==> config.mk <==
export PLATFORM = sky130hd
export DESIGN_NAME = ftd_top
export DESIGN_NICKNAME = d
export VERILOG_FILES = /design/src/ftd_pkg.sv /design/src/ftd_dwell_if.sv /design/src/ftd_top.sv /design/src/ftd_dwell.sv
export VERILOG_INCLUDE_DIRS = /design/src
export SDC_FILE = /design/constraint.sdc
export NUM_CORES = 1
export LEC_CHECK = 0
export ABC_AREA = 1
export BUFFER_PORTS_ARGS = -buffer_cell sky130_fd_sc_hd__buf_4
export CAP_MARGIN = 20
export CORE_UTILIZATION = 54
export DETAILED_ROUTE_END_ITERATION = 8
export PLACE_DENSITY = 0.79
export SKIP_CTS_REPAIR_TIMING = 1
export SYNTH_ARGS = -nofsm -noshare
export SYNTH_HDL_FRONTEND = slang
export SYNTH_SLANG_ARGS = --single-unit
==> constraint.sdc <==
create_clock -name clk -period 1.6 [get_ports clk]
set_input_delay 0.32 -clock clk [delete_from_list [all_inputs] [get_ports clk]]
set_output_delay 0.32 -clock clk [all_outputs]
set_load 0.02 [all_outputs]
==> src/ftd_map.svh <==
`ifndef FTD_MAP_SVH
`define FTD_MAP_SVH

// Register offsets
`define FTD_OFS_CTRL 12'h245
`define FTD_OFS_UP_LO 12'h247
`define FTD_OFS_UP_HI 12'h248
`define FTD_OFS_LO_LO 12'h249
`define FTD_OFS_LO_HI 12'h24A
`define FTD_OFS_DW_LO 12'h24B
`define FTD_OFS_DW_HI 12'h24C
`define FTD_OFS_SYNC 12'h26F
`define FTD_OFS_IRQ_STAT 12'h280
`define FTD_OFS_IRQ_MASK 12'h281

// Control register fields
`define FTD_CTRL_EN 0
`define FTD_CTRL_FVAL 2
`define FTD_CTRL_OVR 3
`define FTD_CTRL_MASK 8'h0D

// Threshold high byte field width mask
`define FTD_THR_HI_MASK 8'h1F

// Sync control fields
`define FTD_SYNC_EN 0
`define FTD_SYNC_NEXT 1
`define FTD_SYNC_MASK 8'h03

// Interrupt status bits
`define FTD_EV_RISE 0
`define FTD_EV_FALL 1
`define FTD_EV_SYNC 2
`define FTD_EV_MASK 8'h07

// Reset values
`define FTD_RST_BYTE 8'h00
`define FTD_RST_DWELL 16'h0000

`endif

==> src/ftd_pkg.sv <==
package ftd_pkg;
	// Register bus address
	typedef logic [11:0] ftd_addr_t;
	// Register bus data byte
	typedef logic [7:0] ftd_byte_t;
	// Threshold and magnitude value
	typedef logic [12:0] ftd_mag_t;
	// Dwell counter value
	typedef logic [15:0] ftd_dwell_t;
endpackage

==> src/ftd_dwell_if.sv <==
`timescale 1ns/1ps
interface ftd_dwell_if;
	import ftd_pkg::*;
	logic below; // Magnitude under the lower threshold
	logic armed; // Flag is set, dwell is running
	ftd_dwell_t load; // Dwell load value
	logic expired; // Dwell elapsed, flag may drop
	modport ctrl (output below, output armed, output load, input expired);
	modport dwell (input below, input armed, input load, output expired);
endinterface

==> src/ftd_top.sv <==
// Operation
// - Detect pin driven only when enable bit set
// - Override bit replaces comparator result on pin
// - Overridden pin takes the forced-value bit
// - Compare magnitude with 13-bit upper threshold
// - Compare magnitude with 13-bit lower threshold
// - Pin clears after dwell count below lower
// - Dwell load from low and high bytes
// - Sync style bit: zero means continuous
// - Next-edge mode syncs once, clears enable
// - No sync while sync enable is zero
//
// Our own choice: the plain strobed port.
`timescale 1ns/1ps
`include "ftd_map.svh"
module ftd_top (
	input wire logic clk, // System clock, 20 MHz
	input wire logic rstn, // Async reset, active low
	input wire ftd_pkg::ftd_addr_t reg_addr, // Register address
	input wire ftd_pkg::ftd_byte_t reg_wdata, // Register write data
	input wire logic reg_wr, // Write strobe
	input wire logic reg_rd, // Read strobe
	output ftd_pkg::ftd_byte_t reg_rdata, // Read data, cycle after read
	input wire ftd_pkg::ftd_mag_t sample_mag, // Fine sample magnitude
	input wire logic sysref_pin, // Reference pulse pin, asynchronous
	output logic threshold_flag_pin, // Over-range detect pin
	output logic monitor_sync_pulse, // Signal monitor alignment pulse
	output logic irq // Interrupt, level
);
	import ftd_pkg::*;

	ftd_byte_t ctrl_q, ctrl_d; // Detect control
	ftd_byte_t up_lo_q, up_lo_d; // Upper threshold low byte
	ftd_byte_t up_hi_q, up_hi_d; // Upper threshold high bits
	ftd_byte_t lo_lo_q, lo_lo_d; // Lower threshold low byte
	ftd_byte_t lo_hi_q, lo_hi_d; // Lower threshold high bits
	ftd_byte_t dw_lo_q, dw_lo_d; // Dwell low byte
	ftd_byte_t dw_hi_q, dw_hi_d; // Dwell high byte
	ftd_byte_t sync_q, sync_d; // Sync control
	ftd_byte_t stat_q, stat_d; // Sticky event status
	ftd_byte_t mask_q, mask_d; // Interrupt mask
	ftd_byte_t rdata_q, rdata_d; // Read data register
	logic flag_q, flag_d; // Comparator flag state
	logic pin_q, pin_d; // Detect pin register
	logic msync_q, msync_d; // Alignment pulse register
	logic irq_q, irq_d; // Interrupt register
	logic ref_s1_q, ref_s2_q, ref_s3_q; // Reference synchroniser and edge stage
	ftd_mag_t upper_thr; // Assembled upper threshold
	ftd_mag_t lower_thr; // Assembled lower threshold
	logic above_upper; // Magnitude over upper threshold
	logic ref_edge; // Rising reference edge
	logic sync_hit; // Synchronisation takes place
	ftd_byte_t ev; // Events of this cycle
	logic wr_sync; // Software write to sync control

	ftd_dwell_if dwi ();

	// Threshold assembly and comparison
	assign upper_thr = {up_hi_q[4:0], up_lo_q};
	assign lower_thr = {lo_hi_q[4:0], lo_lo_q};
	assign above_upper = sample_mag > upper_thr;
	assign dwi.below = sample_mag < lower_thr;
	assign dwi.armed = flag_q;
	assign dwi.load = {dw_hi_q, dw_lo_q};

	// Dwell counter
	ftd_dwell u_dwell (
		.clk (clk),
		.rstn (rstn),
		.dw (dwi)
	);

	// Reference pin synchroniser and edge stage
	always_ff @(posedge clk or negedge rstn) begin
		if (!rstn) begin
			ref_s1_q <= 1'b0;
			ref_s2_q <= 1'b0;
			ref_s3_q <= 1'b0;
		end else begin
			ref_s1_q <= sysref_pin;
			ref_s2_q <= ref_s1_q;
			ref_s3_q <= ref_s2_q;
		end
	end

	// Rising edge taken only from synchronised stages
	assign ref_edge = ref_s2_q && !ref_s3_q;
	// Armed sync acts on each edge; source keeps period multiple of monitor period
	assign sync_hit = sync_q[`FTD_SYNC_EN] && ref_edge;
	assign wr_sync = reg_wr && (reg_addr == `FTD_OFS_SYNC);

	// Detect flag and pin next state
	always_comb begin
		flag_d = flag_q;
		if (!ctrl_q[`FTD_CTRL_EN]) begin
			flag_d = 1'b0;
		end else if (above_upper) begin
			flag_d = 1'b1;
		end else if (dwi.expired) begin
			flag_d = 1'b0;
		end
		if (!ctrl_q[`FTD_CTRL_EN]) begin
			pin_d = 1'b0;
		end else if (ctrl_q[`FTD_CTRL_OVR]) begin
			pin_d = ctrl_q[`FTD_CTRL_FVAL];
		end else begin
			pin_d = flag_q;
		end
		msync_d = sync_hit;
	end

	// Event collection and interrupt
	always_comb begin
		ev = 8'h00;
		ev[`FTD_EV_RISE] = flag_d && !flag_q;
		ev[`FTD_EV_FALL] = !flag_d && flag_q;
		ev[`FTD_EV_SYNC] = sync_hit;
		irq_d = |(stat_q & mask_q);
	end

	// Register file next state
	always_comb begin
		ctrl_d = ctrl_q;
		up_lo_d = up_lo_q;
		up_hi_d = up_hi_q;
		lo_lo_d = lo_lo_q;
		lo_hi_d = lo_hi_q;
		dw_lo_d = dw_lo_q;
		dw_hi_d = dw_hi_q;
		sync_d = sync_q;
		mask_d = mask_q;
		stat_d = stat_q;
		rdata_d = 8'h00;
		// Next-edge mode drops its own enable after one alignment
		if (sync_hit && sync_q[`FTD_SYNC_NEXT]) begin
			sync_d[`FTD_SYNC_EN] = 1'b0;
		end
		if (reg_wr) begin
			case (reg_addr)
				`FTD_OFS_CTRL: ctrl_d = reg_wdata & `FTD_CTRL_MASK;
				`FTD_OFS_UP_LO: up_lo_d = reg_wdata;
				`FTD_OFS_UP_HI: up_hi_d = reg_wdata & `FTD_THR_HI_MASK;
				`FTD_OFS_LO_LO: lo_lo_d = reg_wdata;
				`FTD_OFS_LO_HI: lo_hi_d = reg_wdata & `FTD_THR_HI_MASK;
				`FTD_OFS_DW_LO: dw_lo_d = reg_wdata;
				`FTD_OFS_DW_HI: dw_hi_d = reg_wdata;
				`FTD_OFS_SYNC: sync_d = reg_wdata & `FTD_SYNC_MASK;
				`FTD_OFS_IRQ_STAT: stat_d = stat_q & ~reg_wdata;
				`FTD_OFS_IRQ_MASK: mask_d = reg_wdata & `FTD_EV_MASK;
				default: begin
					// Unmapped write ignored
				end
			endcase
		end
		// New events win over a clear in the same cycle
		stat_d = stat_d | ev;
		if (reg_rd) begin
			case (reg_addr)
				`FTD_OFS_CTRL: rdata_d = ctrl_q;
				`FTD_OFS_UP_LO: rdata_d = up_lo_q;
				`FTD_OFS_UP_HI: rdata_d = up_hi_q;
				`FTD_OFS_LO_LO: rdata_d = lo_lo_q;
				`FTD_OFS_LO_HI: rdata_d = lo_hi_q;
				`FTD_OFS_DW_LO: rdata_d = dw_lo_q;
				`FTD_OFS_DW_HI: rdata_d = dw_hi_q;
				`FTD_OFS_SYNC: rdata_d = sync_q;
				`FTD_OFS_IRQ_STAT: rdata_d = stat_q;
				`FTD_OFS_IRQ_MASK: rdata_d = mask_q;
				default: rdata_d = 8'h00;
			endcase
		end
	end

	// State registers
	always_ff @(posedge clk or negedge rstn) begin
		if (!rstn) begin
			ctrl_q <= `FTD_RST_BYTE;
			up_lo_q <= `FTD_RST_BYTE;
			up_hi_q <= `FTD_RST_BYTE;
			lo_lo_q <= `FTD_RST_BYTE;
			lo_hi_q <= `FTD_RST_BYTE;
			dw_lo_q <= `FTD_RST_BYTE;
			dw_hi_q <= `FTD_RST_BYTE;
			sync_q <= `FTD_RST_BYTE;
			stat_q <= `FTD_RST_BYTE;
			mask_q <= `FTD_RST_BYTE;
			rdata_q <= `FTD_RST_BYTE;
			flag_q <= 1'b0;
			pin_q <= 1'b0;
			msync_q <= 1'b0;
			irq_q <= 1'b0;
		end else begin
			ctrl_q <= ctrl_d;
			up_lo_q <= up_lo_d;
			up_hi_q <= up_hi_d;
			lo_lo_q <= lo_lo_d;
			lo_hi_q <= lo_hi_d;
			dw_lo_q <= dw_lo_d;
			dw_hi_q <= dw_hi_d;
			sync_q <= sync_d;
			stat_q <= stat_d;
			mask_q <= mask_d;
			rdata_q <= rdata_d;
			flag_q <= flag_d;
			pin_q <= pin_d;
			msync_q <= msync_d;
			irq_q <= irq_d;
		end
	end

	// Outputs straight from flip-flops
	assign reg_rdata = rdata_q;
	assign threshold_flag_pin = pin_q;
	assign monitor_sync_pulse = msync_q;
	assign irq = irq_q;
endmodule

==> src/ftd_dwell.sv <==
`timescale 1ns/1ps
`include "ftd_map.svh"
module ftd_dwell (
	input wire logic clk, // System clock
	input wire logic rstn, // Async reset, active low
	ftd_dwell_if.dwell dw // Dwell control group
);
	import ftd_pkg::*;

	ftd_dwell_t cnt_q; // Remaining dwell cycles
	ftd_dwell_t cnt_d; // Next dwell count

	// Reload while idle or at or above the lower threshold, count down while below
	always_comb begin
		cnt_d = cnt_q;
		if (!dw.armed || !dw.below) begin
			cnt_d = dw.load;
		end else if (cnt_q != 16'h0000) begin
			cnt_d = cnt_q - 16'h0001;
		end
	end

	// Counter register
	always_ff @(posedge clk or negedge rstn) begin
		if (!rstn) begin
			cnt_q <= `FTD_RST_DWELL;
		end else begin
			cnt_q <= cnt_d;
		end
	end

	// Elapsed once the count has run out with the sample still low
	assign dw.expired = dw.armed && dw.below && (cnt_q == 16'h0000);
endmodule

==> out/metrics.cfg <==
[logic_synthesis]
syn_area_um2=5120
ys_seq_area_share_pct=43.5
synthArstFlopShare_pct=100
synth_nets=721
ys.flop_type=dfrtp_1
synth_edf_count=0
syn_area_per_cell_um2=7.79
yosysWarnings=0
synth.distinct_cells=32
ys_ff_latch=89
synth_cells=657

[floorplanning]
dieArea_um2=9880
core_area_um2=9200
die_h_um=99.4
fp-row-count=35
fp.dieW_um=99.4
start_util_pct=55.7
io_pins=49

[placed_design]
port_buffers=48
gp_congestion=0.999
dp_hpwl_mm=10.2
place_inst=871

[worst_setup_path]
cp-start-kind=register
crit_chain=inv_2 > ha_4 > a21oi_2 > nand2_2 > a21oi_4 > nand2_4 > inv_6 > buf_6 > nand3_2 > nand2_1
reg2reg_slack_ps=-230
critPathArrivalTime_ps=2120
crit_type=register to register
cp-end-kind=register
cp_slowest_cell=dfrtp_1
critical_path_required_ps=1900
r2r-end=u_dwell.cnt_q[11]
rr_startpoint=lo_hi_q[0]
r2r_cells=10
worst-path-max-fanout=6
critPathMaxStageDelay_ps=420

[routing]
via_per_inst=5.57
wirelength_mm=14.6
first_pass_iters=5
postRouteAntennaNets=0
via_count=5011
drcViolationCount=0
initialDrtViolationCount=347
top_layer=met4
wl_met3_um=795
wl_per_cell_um=16.3
m1WireLength_mm=5.91
wl_met2_mm=7.44

[grt]
overflow=0
grt_pass1_vias=4807
grt_max_degree=35
grt_usage_pct=28.9
grt_pass1_wl_mm=22.1
antenna_found_initial=0

[cts]
clkTransAtPathRegs_ps=90
cts_root_buffer=clkbuf_8
cts_made_buffers=9
clk_latency_ps=360
clk_path_buf_depth=2
cts.sinks=89
htreeDepth=3
tritoncts=done

[sta]
finalCritPeriodShare_pct=114
worst_slew_pin_slew_ps=463
layout_min_cycle_time_ps=1830
drv_slew=0
hold_viol_final=0
fmax_mhz=547
slew_headroom_pct=69.1
final-setup-viol-count=19
rsz0062_at_grt=yes
hold_ws_ps=68.9
setup_ws_ps=-228
clock_skew_ps=10.6

[power_and_ir_drop]
pwr-share-clk_pct=38.9
vdd_drop_max_mv=0.531
p_seq_share_pct=50.2
combinationalPowerShare_pct=10.9
power_switching_mw=1.13
power.internal_mw=3.39
p_total_mw=4.53
leakagePower_nw=3.45
switching_share_pct=25.0
p_per_area_nw_per_um2=662

[finish]
synthToLayoutAreaGrowth_pct=33.5
diodes=0
final_cell_mix=157 x nand2_1, 111 x buf_4, 89 x dfrtp_1
final_nets=847
instances_no_fill=899
mostFrequentLayoutCell=nand2_1
fillers=646
layout-drive-gt1-share_pct=32.6

[job]
maxCapViolCount=0

[worst_hold_path]
min_path_type=input pin to register
hold_start=sysref_pin
holdPathStages=1
min_to=ref_s1_q

[status]
failed_checks=negative setup slack
status=complete, but fails checks

-- worst max-delay path by stage --
stage                         startpoint           endpoint  slack, ps  cells after the start
after floorplan               lo_hi_q[4]  u_dwell.cnt_q[11]        0.8                     12
after global placement    sample_mag[12]   u_dwell.cnt_q[1]       -280                     11
after detailed placement  sample_mag[12]   u_dwell.cnt_q[5]       -350                     11
after CTS                     lo_hi_q[0]   u_dwell.cnt_q[1]       -310                     11
after global routing          lo_hi_q[0]  u_dwell.cnt_q[11]       -310                     10
final                         lo_hi_q[0]  u_dwell.cnt_q[11]       -230                     10
-- worst max-delay path: cells and delay by family (launching register included) --
| kind | cells | cell delay [ps] |
|---|---|---|
| compound gates | 2 | 390 |
| buf+inv | 3 | 350 |
| simple gates | 4 | 390 |
| flops | 1 | 420 |
| fa+ha+maj | 1 | 210 |
-- per-stage QoR --
step / area [um^2] / utilization, % / setup TNS (ps) / worst slack [ps]
after floorplan: 5120 / - / 0 / 0.842
after global placement: 6110 / 66.4 / -4860 / -276
after detailed placement: 6110 / 66.4 / -7160 / -354
after CTS: 6330 / 68.9 / -4590 / -309
after global routing: 6840 / 74.3 / -4580 / -306
final: 6840 / 74.3 / -3170 / -228
-- registers in the layout, summed over array words and instances, names as in the netlist --
register and flops:
ref_s2_q 1, lo_hi_q 5, ctrl_q 3, dw_lo_q 8
ref_s1_q 1, mask_q 3, lo_lo_q 8, stat_q 8
up_hi_q 5, up_lo_q 8, reg_rdata 8, sync_q 2
dwi.armed 1, irq 1, u_dwell.cnt_q 16, threshold_flag_pin 1
ref_s3_q 1, monitor_sync_pulse 1, dw_hi_q 8
-- power groups by stage --
stage               Clock, mW  Combinational (mW)  Sequential [mW]
floorplan                   0               0.181             2.32
global placement            0               0.393             2.32
detailed placement          0               0.411             2.32
CTS                      1.77               0.413             2.27
global route             1.86               0.545             2.28
finish                   1.76               0.493             2.27
-- Yosys cell counts (2+ instances only) --
master	count	area [um^2]
nand4_1	13	81.3
nor2_2	5	31.3
o21ai_1	38	190
buf_2	6	30.0
nand3_2	2	20.0
ha_1	26	325
dfrtp_1	89	2230
o21ai_0	28	140
o21ai_2	9	78.8
nand3b_1	2	15.0
o22ai_1	4	25.0
a21boi_0	3	22.5
a21oi_1	11	55.1
nor3_1	8	40.0
nand3_1	39	195
nand2_2	5	31.3
xnor2_1	7	61.3
o211ai_1	3	22.5
inv_1	93	349
xor2_1	7	61.3
nand2_4	3	33.8
nand2_1	177	664
inv_2	8	30.0
nor2_4	9	101
nor2_1	55	206
-- kinds of logic after synthesis --
logic type	Yosys count	share of synthesized area (%)
buffers and inverters	109	8.33
adder cells (fa/ha/maj)	26	6.35
AO/OA/AOI/OAI	96	10.4
XOR/XNOR	14	2.39
AND/OR/NAND/NOR	323	29.0
flip-flops	89	43.5
-- per-layer routing --
metal  track usage, %  up-vias
li1                 -     2357
met1             36.0     2390
met2             50.2      215
met3             4.08       49
met4             12.6        0
met5                0        -
-- layout make-up --
class                      count  area [um^2]  area share, %
clock buffer                  10          138           2.01
clock inverter                 6         90.1           1.32
inverter                     102          390           5.71
multi-input combinational    459         2850           41.7
sequential                    89         2230           32.6
tap                          111          139           2.03
timing repair buffer         122         1000           14.6
(Power assumes the default switching activity.)
